File: config.mk
export PLATFORM = sky130hd
export DESIGN_NAME = haptic_loop_input_config
export DESIGN_NICKNAME = d
export VERILOG_FILES = /design/src/verilog/haptic_cfg_pkg.sv /design/src/verilog/drive_level_mapper.sv /design/src/verilog/haptic_loop_input_config.sv /design/src/verilog/sample_time_select.sv
export SDC_FILE = /design/constraint.sdc
export NUM_CORES = 1
export LEC_CHECK = 0
export ABC_AREA = 1
export BUFFER_PORTS_ARGS = -buffer_cell sky130_fd_sc_hd__buf_2
export CAP_MARGIN = 20
export CORE_UTILIZATION = 43
export CTS_BUF_LIST = sky130_fd_sc_hd__clkbuf_16
export CTS_CLUSTER_DIAMETER = 200
export DETAILED_ROUTE_END_ITERATION = 10
export PLACE_DENSITY_LB_ADDON = 0.25
export SYNTH_ARGS = -nofsm -noshare
export SYNTH_HDL_FRONTEND = slang
export SYNTH_SLANG_ARGS = --single-unit
File: constraint.sdc
create_clock -name clock -period 1.3 [get_ports clock]
set_input_delay 0.195 -clock clock [delete_from_list [all_inputs] [get_ports clock]]
set_output_delay 0.195 -clock clock [all_outputs]
set_load 0.005 [all_outputs]
File: src/verilog/haptic_cfg_pkg.sv
package haptic_cfg_pkg;

  // register addresses on the internal register port
  localparam logic [7:0] TIMING_CTRL_ADDR = 8'h1c;
  localparam logic [7:0] MODE_SEL_ADDR = 8'h1d;

  // reset values of the two registers
  localparam logic [7:0] TIMING_CTRL_RESET = 8'hda;
  localparam logic [7:0] MODE_SEL_RESET = 8'ha0;
  localparam logic [7:0] UNMAPPED_READ = 8'h00;

  // field reset values
  localparam logic [1:0] SAMPLE_CODE_RESET = 2'h1;
  localparam logic [1:0] BLANKING_CODE_RESET = 2'h2;
  localparam logic [1:0] DECAY_CODE_RESET = 2'h2;
  localparam logic [1:0] NOISE_GATE_RESET = 2'h2;

  // sample time codes
  localparam logic [1:0] SAMPLE_CODE_150 = 2'h0;
  localparam logic [1:0] SAMPLE_CODE_200 = 2'h1;
  localparam logic [1:0] SAMPLE_CODE_250 = 2'h2;
  localparam logic [1:0] SAMPLE_CODE_300 = 2'h3;

  // timing
  localparam int CLOCK_HZ = 10_000_000;
  localparam int CYCLES_PER_US = CLOCK_HZ / 1_000_000;
  localparam int SAMPLE_TIME_0_US = 150;
  localparam int SAMPLE_TIME_1_US = 200;
  localparam int SAMPLE_TIME_2_US = 250;
  localparam int SAMPLE_TIME_3_US = 300;
  localparam int SAMPLE_CNT_W = 12;
  localparam logic [11:0] SAMPLE_CYCLES_0 =
    12'(SAMPLE_TIME_0_US * CYCLES_PER_US);
  localparam logic [11:0] SAMPLE_CYCLES_1 =
    12'(SAMPLE_TIME_1_US * CYCLES_PER_US);
  localparam logic [11:0] SAMPLE_CYCLES_2 =
    12'(SAMPLE_TIME_2_US * CYCLES_PER_US);
  localparam logic [11:0] SAMPLE_CYCLES_3 =
    12'(SAMPLE_TIME_3_US * CYCLES_PER_US);

  // input scale
  localparam logic [7:0] HALF_SCALE = 8'h80;
  localparam logic signed [7:0] NO_DRIVE = 8'sh00;

  typedef struct packed {
    logic inputDirectionSelect;
    logic brakeGainReduce;
    logic [1:0] sampleTimeCode;
    logic [1:0] blankingCode;
    logic [1:0] currentDecayPeriod;
  } timing_ctrl_s;

  typedef struct packed {
    logic [1:0] noiseGateLevel;
    logic rotatingMassLoopOpen;
    logic supplyCorrectionOff;
    logic realtimeSampleFormat;
    logic resonantDriveStyle;
    logic analogInputSelect;
    logic resonantLoopOpen;
  } mode_sel_s;

  typedef struct packed {
    logic signed [7:0] level;
    logic brake;
  } drive_cmd_s;

endpackage : haptic_cfg_pkg

File: src/verilog/drive_level_mapper.sv
`timescale 1ns/10ps
module drive_level_mapper
  import haptic_cfg_pkg::*;
(
  input wire logic clock,
  input wire logic sys_rst,
  input wire logic [7:0] inputLevel,
  input wire logic bidirectional,
  input wire logic openLoop,
  input wire logic feedbackBrake,
  output drive_cmd_s driveCmd
);

  drive_cmd_s next_driveCmd;
  logic signed [7:0] centred;

  always_comb
  begin
    centred = $signed(inputLevel ^ HALF_SCALE);
    next_driveCmd.level = NO_DRIVE;
    next_driveCmd.brake = feedbackBrake;
    if (!bidirectional)
    begin
      next_driveCmd.level = $signed({1'b0, inputLevel[7:1]});
      next_driveCmd.brake = feedbackBrake;
    end
    else if (openLoop)
    begin
      next_driveCmd.level = centred;
      next_driveCmd.brake = (inputLevel < HALF_SCALE);
    end
    else
    begin

      next_driveCmd.level = (inputLevel <= HALF_SCALE) ? NO_DRIVE : centred;
      next_driveCmd.brake = feedbackBrake;
    end
  end

  always_ff @(posedge clock)
  begin
    if (sys_rst)
      driveCmd <= '0;
    else
      driveCmd <= next_driveCmd;
  end

endmodule : drive_level_mapper

File: src/verilog/haptic_loop_input_config.sv
`timescale 1ns/10ps
// Behaviour
// bidir open loop brakes below half only
// bidir open loop maps input linearly
// bidir closed loop zero below half
// bidir closed loop brakes on feedback
// stabilizer bit lowers gain near brake end
// sample code selects 150..300 us
// blanking field bits 3:2, reset 2
// decay field bits 1:0, reset 2
// mode register layout, reset 0xa0
// direction bit 7 selects uni/bidirectional
// fields reset to defaults, read back
module haptic_loop_input_config
  import haptic_cfg_pkg::*;
(
  input wire logic clock,
  input wire logic sys_rst,
  input wire logic regWrite,
  input wire logic regRead,
  input wire logic [7:0] regAddr,
  input wire logic [7:0] regWriteData,
  output logic [7:0] regReadData,
  input wire logic [7:0] inputLevel,
  input wire logic resonantActuator,
  input wire logic feedbackBrake,
  input wire logic brakeNearDone,
  output drive_cmd_s driveCmd,
  output logic gainReduce,
  output timing_ctrl_s timingFields,
  output mode_sel_s modeFields,
  output logic [SAMPLE_CNT_W-1:0] sampleCycles
);

  timing_ctrl_s timingCtrl;
  timing_ctrl_s next_timingCtrl;
  mode_sel_s modeSel;
  mode_sel_s next_modeSel;
  logic [7:0] next_regReadData;
  logic openLoop;

  // register writes
  always_comb
  begin
    next_timingCtrl = timingCtrl;
    next_modeSel = modeSel;
    if (regWrite && regAddr == TIMING_CTRL_ADDR)
      next_timingCtrl = timing_ctrl_s'(regWriteData);
    if (regWrite && regAddr == MODE_SEL_ADDR)
      next_modeSel = mode_sel_s'(regWriteData);
  end

  always_ff @(posedge clock)
  begin
    if (sys_rst)
    begin
      timingCtrl <= timing_ctrl_s'(TIMING_CTRL_RESET);
      modeSel <= mode_sel_s'(MODE_SEL_RESET);
    end
    else
    begin
      timingCtrl <= next_timingCtrl;
      modeSel <= next_modeSel;
    end
  end

  // register reads
  always_comb
  begin
    next_regReadData = regReadData;
    if (regRead)
    begin
      case (regAddr)
        TIMING_CTRL_ADDR: next_regReadData = timingCtrl;
        MODE_SEL_ADDR: next_regReadData = modeSel;
        default: next_regReadData = UNMAPPED_READ;
      endcase
    end
  end

  always_ff @(posedge clock)
  begin
    if (sys_rst)
      regReadData <= UNMAPPED_READ;
    else
      regReadData <= next_regReadData;
  end

  // loop style follows the fitted actuator
  assign openLoop = resonantActuator ? modeSel.resonantLoopOpen
                                     : modeSel.rotatingMassLoopOpen;

  drive_level_mapper mapper
  (
    .clock(clock),
    .sys_rst(sys_rst),
    .inputLevel(inputLevel),
    .bidirectional(timingCtrl.inputDirectionSelect),
    .openLoop(openLoop),
    .feedbackBrake(feedbackBrake),
    .driveCmd(driveCmd)
  );

  sample_time_select sampler
  (
    .clock(clock),
    .sys_rst(sys_rst),
    .sampleTimeCode(timingCtrl.sampleTimeCode),
    .sampleCycles(sampleCycles)
  );

  // gain reduction while braking nears its end
  assign gainReduce = timingCtrl.brakeGainReduce && driveCmd.brake &&
                      brakeNearDone;

  assign timingFields = timingCtrl;
  assign modeFields = modeSel;
endmodule : haptic_loop_input_config

File: src/verilog/sample_time_select.sv
`timescale 1ns/10ps
module sample_time_select
  import haptic_cfg_pkg::*;
(
  input wire logic clock,
  input wire logic sys_rst,
  input wire logic [1:0] sampleTimeCode,
  output logic [SAMPLE_CNT_W-1:0] sampleCycles
);

  logic [SAMPLE_CNT_W-1:0] next_sampleCycles;

  always_comb
  begin
    case (sampleTimeCode)
      SAMPLE_CODE_150: next_sampleCycles = SAMPLE_CYCLES_0;
      SAMPLE_CODE_200: next_sampleCycles = SAMPLE_CYCLES_1;
      SAMPLE_CODE_250: next_sampleCycles = SAMPLE_CYCLES_2;
      SAMPLE_CODE_300: next_sampleCycles = SAMPLE_CYCLES_3;
      default: next_sampleCycles = SAMPLE_CYCLES_1;
    endcase
  end

  always_ff @(posedge clock)
  begin
    if (sys_rst)
      sampleCycles <= SAMPLE_CYCLES_1;
    else
      sampleCycles <= next_sampleCycles;
  end

endmodule : sample_time_select
==> flow_summary.ini, run 1 <==
[global_route]
grt_max_degree = 17
grt_first_pass_wirelength_um = 6796
grt_pass1_vias = 1586
antenna_found_initial = 0
grt_overflow_total = 0
grt_use_total = 0.2020

[synthesis]
ys_top_cells_by_area = dfxtp_1 (44%), nand2_1 (14%), nor2_1 (8.5%), nand3_1 (7.0%), inv_1 (6.7%)
syn_area_sq_mm = 0.001853
synth.distinct_cells = 21
synth.top_cell.area_share = 0.4429
synth_cells = 266
synth_area_per_cell_sq_um = 6.966
yosys.area.top_type = dfxtp_1
yosysWarnings = 0
seq_area_frac_synth = 0.4429
ys_seq_elements = 41

[worst_setup_path]
critical_path.top_delay_family = flip-flops
path_class = register to output port
worst-path-stages = 2
r2r_slack_ns = 0.20
cp_cell_sequence = buf_4, buf_2
path_max_fanout = 8
path_buf_inv = 2
cp.arrival_ns = 0.95
critPathLaunchType = register
slowest_delay_ns = 0.41
reg2reg_from = modeFields[0]
critical-path-slowest-cell = dfxtp_2
cp-end-kind = output port
crit_required_ns = 1.11
r2r-end = mapper.driveCmd[5]
rr_worst_depth = 8

[timing]
hold_viol_final = 0
fin_crit_sh = 0.8787
final-setup-viol-count = 0
fin_setup_tns_ns = 0
worst_slack_ns = 0.1577
rsz0062_at_grt = false
final.setup_skew_ns = 0.003796
fmax_mhz = 875.4
finalMaxSlewViolations = 0
fin_crit_ns = 1.142

[cells_and_area]
n_antenna_cell = 0
drive_gt1_frac = 0.2799
nNetsFinal = 379
areaGrowthSynthToFinish_pct = 32.95
fillCellCount = 371

[place]
gp_congestion = 0.7969
dp_hpwl_um = 3105
portBuffers = 72
dpl_worst_slack_ns = 0.09023

[run]
maxCapViolCount = 0

[route]
postRouteAntennaNets = 0
wl_per_cell_um = 10.75
vias = 1817
viasPerCell = 4.623
drt-pass1-iter-count = 4
drc_errors = 0
first_iter_violations = 82
routed_wl_um = 4226

[outcome]
status = finished clean

[clocking]
cts_tree = built
cts.sinks = 41
numCtsBuffers = 5
htree_levels = 2
clockBufferDepth = 2
cts-root-buf = clkbuf_16
clock_latency_ns = 0.28
post_cts_buffers = 0
ctsHoldBuffers = 0
path_clk_slew_ns = 0.06

[floorplan]
coreArea_sq_mm = 0.004058
die_x_um = 67.65
initial_core_util = 0.4567
io_pins = 77
die_area_sq_mm = 0.004576
fp-row-count = 23
die_h_um = 67.65

[power]
ir_worst_vdd_mv = 0.6439
power_switching_mw = 0.6275
p_seq_frac = 0.416
switching_share = 0.2017
clock_power_share = 0.509
intPower_mw = 2.484
p_comb_frac = 0.075
leakage_nw = 1.372
power_density_mw_per_mm2 = 1263

[worst_hold_path]
min_path_cells = 3
hp-start = regWriteData[7]
hold_path.class = input pin to register
min_to = modeFields[7]
[layout by cell type (no fill, tap or decap)]
master,netlist,layout
nand3_1,26,26
nor3b_4,1,1
buf_2,0,72
o21ai_0,15,14
o31ai_1,1,1
conb_1,2,4
nand2_1,68,68
nor3_2,1,1
clkbuf_16,0,5
inv_2,1,2
bufinv_16,0,2
nor3_1,1,1
nor2_1,42,42
nor2_2,1,1
nand3_4,1,1
a21oi_1,10,10
inv_1,33,32
buf_4,5,9
ha_1,6,6
dfxtp_2,0,1
dfxtp_1,41,40
clkinv_2,0,1
o21ai_1,0,1
and3_1,1,1
clkinv_1,1,1
[final cells by class]
cell class	count	area (sq um)	share of cell area
Timing Repair Buffer	81	427.9	0.1737
Multi-Input combinational cell	178	829.5	0.3367
Clock buffer	5	125.1	0.05079
Sequential cell	41	822.0	0.3337
Tap cell	50	62.56	0.02539
Inverter	35	131.4	0.05333
Clock inverter	3	65.06	0.02641
[power by group through the flow]
stage	Clock [mW]	Combinational (mW)	Sequential (mW)
floorplan	0	0.120	1.33
global placement	0	0.231	1.32
detailed placement	0	0.232	1.32
CTS	1.62	0.234	1.30
global route	1.67	0.269	1.30
finish	1.58	0.233	1.30
[what timing repair did]
action | in CTS | in global routing
hold endpoints to repair | 0 | 0
resized for setup | 0 | 3
setup endpoints to repair | 0 | 6
[how the worst max path moves through the flow]
stage	startpoint	endpoint	slack, ns
6_report	timingFields[7]	timingFields[7]	0.16
5_1_grt	modeFields[0]	mapper.driveCmd[2]	0.05
4_1_cts	timingFields[7]	timingFields[7]	0.03
3_5_place_dp	regAddr[1]	timingFields[3]	0.09
3_3_place_gp	modeFields[5]	mapper.driveCmd[5]	0.11
2_1_floorplan	modeFields[5]	mapper.driveCmd[1]	0.09
[Yosys cell counts, drive strengths merged]
cell type	n
nand2	68
nor2	43
dfxtp	41
inv	34
nand3	27
o21ai	15
a21oi	10
clkbuf	8
buf	6
ha	6
conb	2
nor3	2
and3	1
clkinv	1
nor3b	1
o31ai	1
[worst register-to-register path, delay by kind of cell (launching register included)]
kind / cells / cell delay, ns
AOI/OAI and AO/OA: 3 / 0.33
and+or+nand+nor: 2 / 0.12
buffers and inverters: 3 / 0.24
DFF: 1 / 0.32
[kinds of logic (layout without fill, tap and decap cells)]
family	count (synthesis)	after routing	synth area share
flip-flops	41	41	0.4429
buffers and inverters	49	124	0.1134
adder cells (fa/ha/maj)	6	6	0.04051
other	2	4	0.004053
AND/OR/NAND/NOR	142	142	0.3275
AO/OA/AOI/OAI	26	26	0.07157
[state kept, by name, summed over array words and instances (netlist names)]
| register | cells |
|---|---|
| modeFields | 8 |
| regReadData | 8 |
| sampler.sampleCycles | 8 |
| timingFields | 8 |
| mapper.driveCmd | 9 |
[routing by layer]
metal / GRT usage / vias up / part of all wire
li1: - / 963 / -
met4: 0.08777 / 0 / 0.0059
met1: 0.2439 / 784 / 0.45
met2: 0.3218 / 66 / 0.46
met3: 0.06926 / 4 / 0.080
met5: 0 / - / 0
[through the flow]
step / cells / instance area, sq um / util / power [mW] / hold WS, ns
after detailed placement: 385 / 2272 / 0.5600 / 1.555 / 0.4136
after CTS: 393 / 2462 / 0.6068 / 3.152 / 0.1240
after global routing: 393 / 2464 / 0.6072 / 3.237 / 0.1380
after global placement: 385 / 2272 / 0.5600 / 1.554 / 0.4125
after floorplan: 268 / 1861 / - / 1.449 / 0.3082
final: 393 / 2464 / 0.6072 / 3.112 / 0.1288
Power figures use the tool's default switching activity.
==> inputs of run 2 (changes only) <==
--- a/config.mk
+++ b/config.mk
@@ -8,11 +8,12 @@
 export ABC_AREA = 1
 export BUFFER_PORTS_ARGS = -buffer_cell sky130_fd_sc_hd__buf_2
 export CAP_MARGIN = 20
-export CORE_UTILIZATION = 43
+export CORE_UTILIZATION = 44
 export CTS_BUF_LIST = sky130_fd_sc_hd__clkbuf_16
 export CTS_CLUSTER_DIAMETER = 200
 export DETAILED_ROUTE_END_ITERATION = 10
 export PLACE_DENSITY_LB_ADDON = 0.25
 export SYNTH_ARGS = -nofsm -noshare
 export SYNTH_HDL_FRONTEND = slang
+export SYNTH_HIERARCHICAL = 1
 export SYNTH_SLANG_ARGS = --single-unit
==> run 2 against run 1 <==
Compared with the run above: synthesized cell count increased by 3.8%; clock power decreased by 15%; critical path depth unchanged; worst setup slack improved by 0.0065 ns; clock-buffer cell count unchanged; fmax increased by 0.57%; highest routed layer unchanged; largest cell class unchanged; final cell count increased by 4.1%; sequential cell count unchanged; design area increased by 4.6%; hold slack improved by 0.011 ns.
==> flow_summary.ini, run 2 <==
[synthesis]
synth_cells = 276
syn_area_sq_mm = 0.001982
synth.distinct_cells = 26
seq_area_frac_synth = 0.4141
synth_common_cells = nand2_1 (58), inv_1 (45), dfxtp_1 (41), nor2_1 (41), nand3_1 (34)
synth.most_common_cell = nand2_1
synth_edf_count = 0
synth_ff_type = dfxtp_1
synthArstFlopShare = 0
synth_area_per_cell_sq_um = 7.181
ys_seq_elements = 41
synth.top_cell.area_share = 0.4141
yosys.area.top_type = dfxtp_1
ys_top_cells_by_area = dfxtp_1 (41%), nand2_1 (11%), nand3_1 (8.6%), inv_1 (8.5%), nor2_1 (7.8%)
yosysWarnings = 6

[floorplan]
initial_core_util = 0.4552
io_pins = 77
fp-row-count = 24
coreArea_sq_mm = 0.004354
die_area_sq_mm = 0.004777
die_h_um = 69.12
die_x_um = 69.12

[route]
routed_wl_um = 4321
drc_errors = 0
drt-pass1-iter-count = 4
first_iter_violations = 91
wl_met2_um = 2067
drt-met1-wl_um = 1952
wl_per_cell_um = 10.56
highest_layer = met4
wl_met3_um = 293
vias = 1856
viasPerCell = 4.538
postRouteAntennaNets = 0

[cells_and_area]
final_cell_mix = buf_2 (72), nand2_1 (58), inv_1 (46)
areaGrowthSynthToFinish_pct = 30.05
layout_commonest_cell = buf_2
n_antenna_cell = 0
drive_gt1_frac = 0.3025
largest_reg_flops = 9
regMostFlops = mapper/driveCmd
nNetsFinal = 393

[power]
power_switching_mw = 0.6194
total_power_mw = 2.909
p_seq_frac = 0.446
intPower_mw = 2.290
switching_share = 0.2129
clock_power_share = 0.464
ir_worst_vdd_mv = 0.5234
leakage_nw = 1.456
p_comb_frac = 0.091
power_density_mw_per_mm2 = 1129

[timing]
worst_slack_ns = 0.1642
hold_viol_final = 0
fin_setup_tns_ns = 0
finalMaxSlewViolations = 0
final-setup-viol-count = 0
fin_crit_sh = 0.8737
final.setup_skew_ns = 0.001649
rsz0062_at_grt = false
fmax_mhz = 880.4
fin_crit_ns = 1.136

[run]
maxCapViolCount = 0

[worst_hold_path]
hold_path.class = input pin to register
hp-start = feedbackBrake

[clocking]
post_cts_buffers = 0
cts_resized = 0
cts_tree = built
cts.sinks = 41
cts-root-buf = clkbuf_16
clock_latency_ns = 0.27
clockBufferDepth = 2
path_clk_slew_ns = 0.06
ctsHoldBuffers = 0
htree_levels = 2
numCtsBuffers = 5

[worst_setup_path]
path_max_fanout = 4
critPathLaunchType = register
crit_required_ns = 1.11
slowest_delay_ns = 0.40
critical_path.top_delay_family = flip-flops
path_buf_inv = 1
critical-path-slowest-cell = dfxtp_1
reg2reg_from = modeFields[0]
cp-end-kind = output port
path_class = register to output port
crit_start = timingFields[6]
cp.arrival_ns = 0.94
cp_cell_sequence = and3_1, buf_2

[global_route]
antenna_found_initial = 0
grt_overflow_total = 0
grt_pass1_vias = 1673
grt_first_pass_wirelength_um = 7527
grt_use_total = 0.1912
grt_max_degree = 17

[place]
dp_hpwl_um = 3258
dpl_worst_slack_ns = 0.1425
portBuffers = 72
gp_congestion = 0.7387

[outcome]
status = finished clean
==> run 2: power groups by stage <==
stage | sequential [mW] | combinational, mW | clock, mW
after floorplan | 1.33 | 0.144 | 0
after global placement | 1.32 | 0.261 | 0
after detailed placement | 1.32 | 0.265 | 0
after CTS | 1.30 | 0.266 | 1.38
after global routing | 1.30 | 0.301 | 1.44
final | 1.30 | 0.264 | 1.35
==> run 2: area by class of cell <==
type	instances	area, sq um
clock buffers	5	125.1
flip-flops and latches	41	820.8
clock inverters	3	37.54
inverters	46	172.7
repair buffers	83	442.9
fillers	422	1777
well taps	52	65.06
multi-input cells	179	913.4
==> run 2: path summary, 6_finish.rpt <==
kind	to	slack, ns	cells after the start
max	gainReduce	0.16	2
min	mapper/driveCmd[0]	0.14	2
max reg2reg	mapper/driveCmd[0]	0.20	5
min reg2reg	modeFields[7]	0.50	2
==> run 2: cell families after synthesis <==
logic type                 synth area share
and+or+nand+nor                      0.3479
buffers and inverters                0.1288
DFF                                  0.4141
AOI/OAI and AO/OA                   0.06755
adders and majority gates           0.03788
other                              0.003789
==> run 2: metrics by stage <==
step	area (sq um)	utilization	std cells	hold WS, ns
CTS	2577	0.5920	409	0.1358
global route	2577	0.5920	409	0.1310
finish	2577	0.5920	409	0.1400
global placement	2415	0.5546	401	0.4131
floorplan	1989	-	278	0.2617
detailed placement	2415	0.5546	401	0.4199
==> run 2: worst register-to-register path: cells and delay by family (launching register included) <==
kind            cells  cell delay, ns
flops               1            0.36
compound gates      2            0.33
buf+inv             2            0.24
simple gates        1            0.06
==> run 2: metal layers <==
| metal | track usage | vias to the layer above |
|---|---|---|
| li1 | - | 998 |
| met1 | 0.2440 | 794 |
| met2 | 0.3225 | 62 |
| met3 | 0.04678 | 2 |
| met4 | 0.04762 | 0 |
| met5 | 0 | - |
==> inputs of run 3 (changes only) <==
--- a/config.mk
+++ b/config.mk
@@ -5,10 +5,10 @@
 export SDC_FILE = /design/constraint.sdc
 export NUM_CORES = 1
 export LEC_CHECK = 0
-export ABC_AREA = 1
+export ABC_AREA = 0
 export BUFFER_PORTS_ARGS = -buffer_cell sky130_fd_sc_hd__buf_2
 export CAP_MARGIN = 20
-export CORE_UTILIZATION = 44
+export CORE_UTILIZATION = 43
 export CTS_BUF_LIST = sky130_fd_sc_hd__clkbuf_16
 export CTS_CLUSTER_DIAMETER = 200
 export DETAILED_ROUTE_END_ITERATION = 10
==> run 3 against run 2 <==
Compared with the run above: largest cell class unchanged; combinational power is 25% lower; clock skew is 0.0024 ns higher; worst setup slack worse by 0.050 ns; clock power is 16% lower; first-iteration DRC count is 2.2% lower; critical path depth is 1 higher; synthesized area is 6.4% lower; utilization is 0.18 points lower; critical path type is now register to register.
==> flow_summary.ini, run 3 <==
[outcome]
status = finished clean

[timing]
fmax_mhz = 843.2
final.setup_skew_ns = 0.004056
finalMaxSlewViolations = 0
hold_viol_final = 0
fin_setup_tns_ns = 0
final-setup-viol-count = 0
fin_crit_ns = 1.186
fin_crit_sh = 0.9122
rsz0062_at_grt = false

[synthesis]
synth_top_family_by_area = simple AND/OR/NAND/NOR gates
synth_xor_area_frac = 0
seq_area_frac_synth = 0.4426
yosys.area.top_type = dfxtp_1
synth_common_cells = dfxtp_1 (41), nand2b_1 (32), nor2_1 (19)
synth.top_cell.area_share = 0.4426
synth_mux_area_frac = 0.1410
synth_compound_area_frac = 0.07692
synthArstFlopShare = 0
synth_edf_count = 0
synthAdderAreaFrac = 0.04049
syn_area_sq_mm = 0.001854
synth.distinct_cells = 30
synth_area_per_cell_sq_um = 9.863
ys_top_cells_by_area = dfxtp_1 (44%), nand2b_1 (11%), mux2i_1 (8.6%), mux2_2 (5.5%), a21oi_1 (4.3%)
ys_seq_elements = 41
yosysWarnings = 6
synth_cells = 188
synth_simple_gate_area_frac = 0.2294
synth_ff_type = dfxtp_1
synth.most_common_cell = dfxtp_1

[worst_setup_path]
critPathLaunchType = register
cp_cell_sequence = inv_1, ha_1, or3_1
cp-end-kind = register
path_max_fanout = 5
critical_path.top_delay_family = flip-flops
crit_required_ns = 1.45
critical-path-slowest-cell = dfxtp_1
cp.arrival_ns = 1.34
slowest_delay_ns = 0.38
path_buf_inv = 1
path_class = register to register

[clocking]
path_clk_slew_ns = 0.05
htree_levels = 2
cts-root-buf = clkbuf_16
cts.sinks = 41
cts_resized = 0
numCtsBuffers = 5
ctsHoldBuffers = 0
cts_tree = built
clock_latency_ns = 0.28
post_cts_buffers = 0
clockBufferDepth = 2

[route]
drc_errors = 0
routed_wl_um = 3734
viasPerCell = 4.812
first_iter_violations = 89
vias = 1506
drt-pass1-iter-count = 4
postRouteAntennaNets = 0
wl_per_cell_um = 11.93

[power]
p_comb_frac = 0.076
power_switching_mw = 0.5410
intPower_mw = 2.065
ir_worst_vdd_mv = 0.5827
switching_share = 0.2076
clock_power_share = 0.434
p_seq_frac = 0.490
power_density_mw_per_mm2 = 1088
leakage_nw = 1.134

[global_route]
grt_pass1_vias = 1313
grt_first_pass_wirelength_um = 5940
grt_overflow_total = 0
grt_max_degree = 25
antenna_found_initial = 0
grt_use_total = 0.1786

[place]
gp_congestion = 0.7783
placed_area_sq_mm = 0.002258
dp_hpwl_um = 2745
portBuffers = 72
dp_cells = 305

[cells_and_area]
nNetsFinal = 299
stdcell_count = 313
largest_reg_flops = 9
final_cell_mix = buf_2 (72), dfxtp_1 (41), nand2b_1 (32)
regMostFlops = mapper/driveCmd
final_cell_area_sq_mm = 0.002395
n_antenna_cell = 0
areaGrowthSynthToFinish_pct = 29.15
drive_gt1_frac = 0.3802
layout_commonest_cell = buf_2

[floorplan]
coreArea_sq_mm = 0.004058
fp-row-count = 23
die_area_sq_mm = 0.004579
io_pins = 77
initial_core_util = 0.4570
die_x_um = 67.67
die_h_um = 67.67

[worst_hold_path]
hold_path.class = input pin to register

[run]
maxCapViolCount = 0
run 3: cell types whose count changed in the layout (fill, tap and decap cells not counted), moves of 5 or more:
cell,previous run,this run
nand2_1,58,1
inv_1,46,5
nand3_1,34,0
nand2b_1,0,32
nor2_1,41,19
mux2i_1,0,16
a21oi_1,4,16
mux2_2,0,9
nand2_2,8,0
nand4_1,0,8
o21ai_1,5,0
run 3: kinds of logic after synthesis:
group,count (synthesis)
and+or+nand+nor,71
buffers and inverters,19
AOI/OAI and AO/OA,24
muxes,25
adders and majority gates,6
other,2
DFF,41
run 3: power by group through the flow:
stage / Sequential (mW) / Combinational [mW] / Clock [mW]
2_1_floorplan: 1.31 / 0.114 / 0
4_1_cts: 1.28 / 0.200 / 1.15
5_1_grt: 1.28 / 0.223 / 1.20
3_5_place_dp: 1.30 / 0.199 / 0
3_3_place_gp: 1.30 / 0.199 / 0
6_report: 1.28 / 0.199 / 1.13
run 3: path summary, 6_finish.rpt:
path,slack [ns],cells past startpoint,endpoint,startpoint
max,0.11,3,sampler/sampleCycles[10],timingFields[4]
min,0.18,3,mapper/driveCmd[7],inputLevel[6]
max reg2reg,0.11,3,sampler/sampleCycles[10],timingFields[4]
min reg2reg,0.47,2,regReadData[0],regReadData[0]
run 3: cell type report:
type / instances / area (sq um)
clock buffers: 5 / 125.1
repair buffers: 82 / 447.9
inverters: 2 / 7.507
clock inverters: 3 / 11.26
flip-flops and latches: 41 / 820.8
multi-input cells: 130 / 919.6
fillers: 372 / 1663
well taps: 50 / 62.56
run 3: worst register-to-register path: cells and delay by family, from the launching register on:
kind,cells,cell delay [ns]
flops,1,0.38
simple gates,1,0.36
fa+ha+maj,1,0.22
buf+inv,1,0.10
run 3: metrics by stage:
stage	util	setup WS (ns)	hold slack [ns]	total power, mW
2_1_floorplan	-	0.1172	0.2617	1.421
3_3_place_gp	0.5566	0.1258	0.4586	1.503
3_5_place_dp	0.5566	0.08106	0.4589	1.504
4_1_cts	0.5902	0.1156	0.1750	2.632
5_1_grt	0.5902	0.05686	0.1875	2.698
6_report	0.5902	0.1141	0.1796	2.606
run 3: metal layers:
layer,routed length [um],vias up,GRT usage,part of all wire
met3,272,6,0.06081,0.073
met2,1745,54,0.2859,0.47
met4,55,0,0.07181,0.015
met5,0,-,0,0
li1,-,778,-,-
met1,1660,668,0.2171,0.44
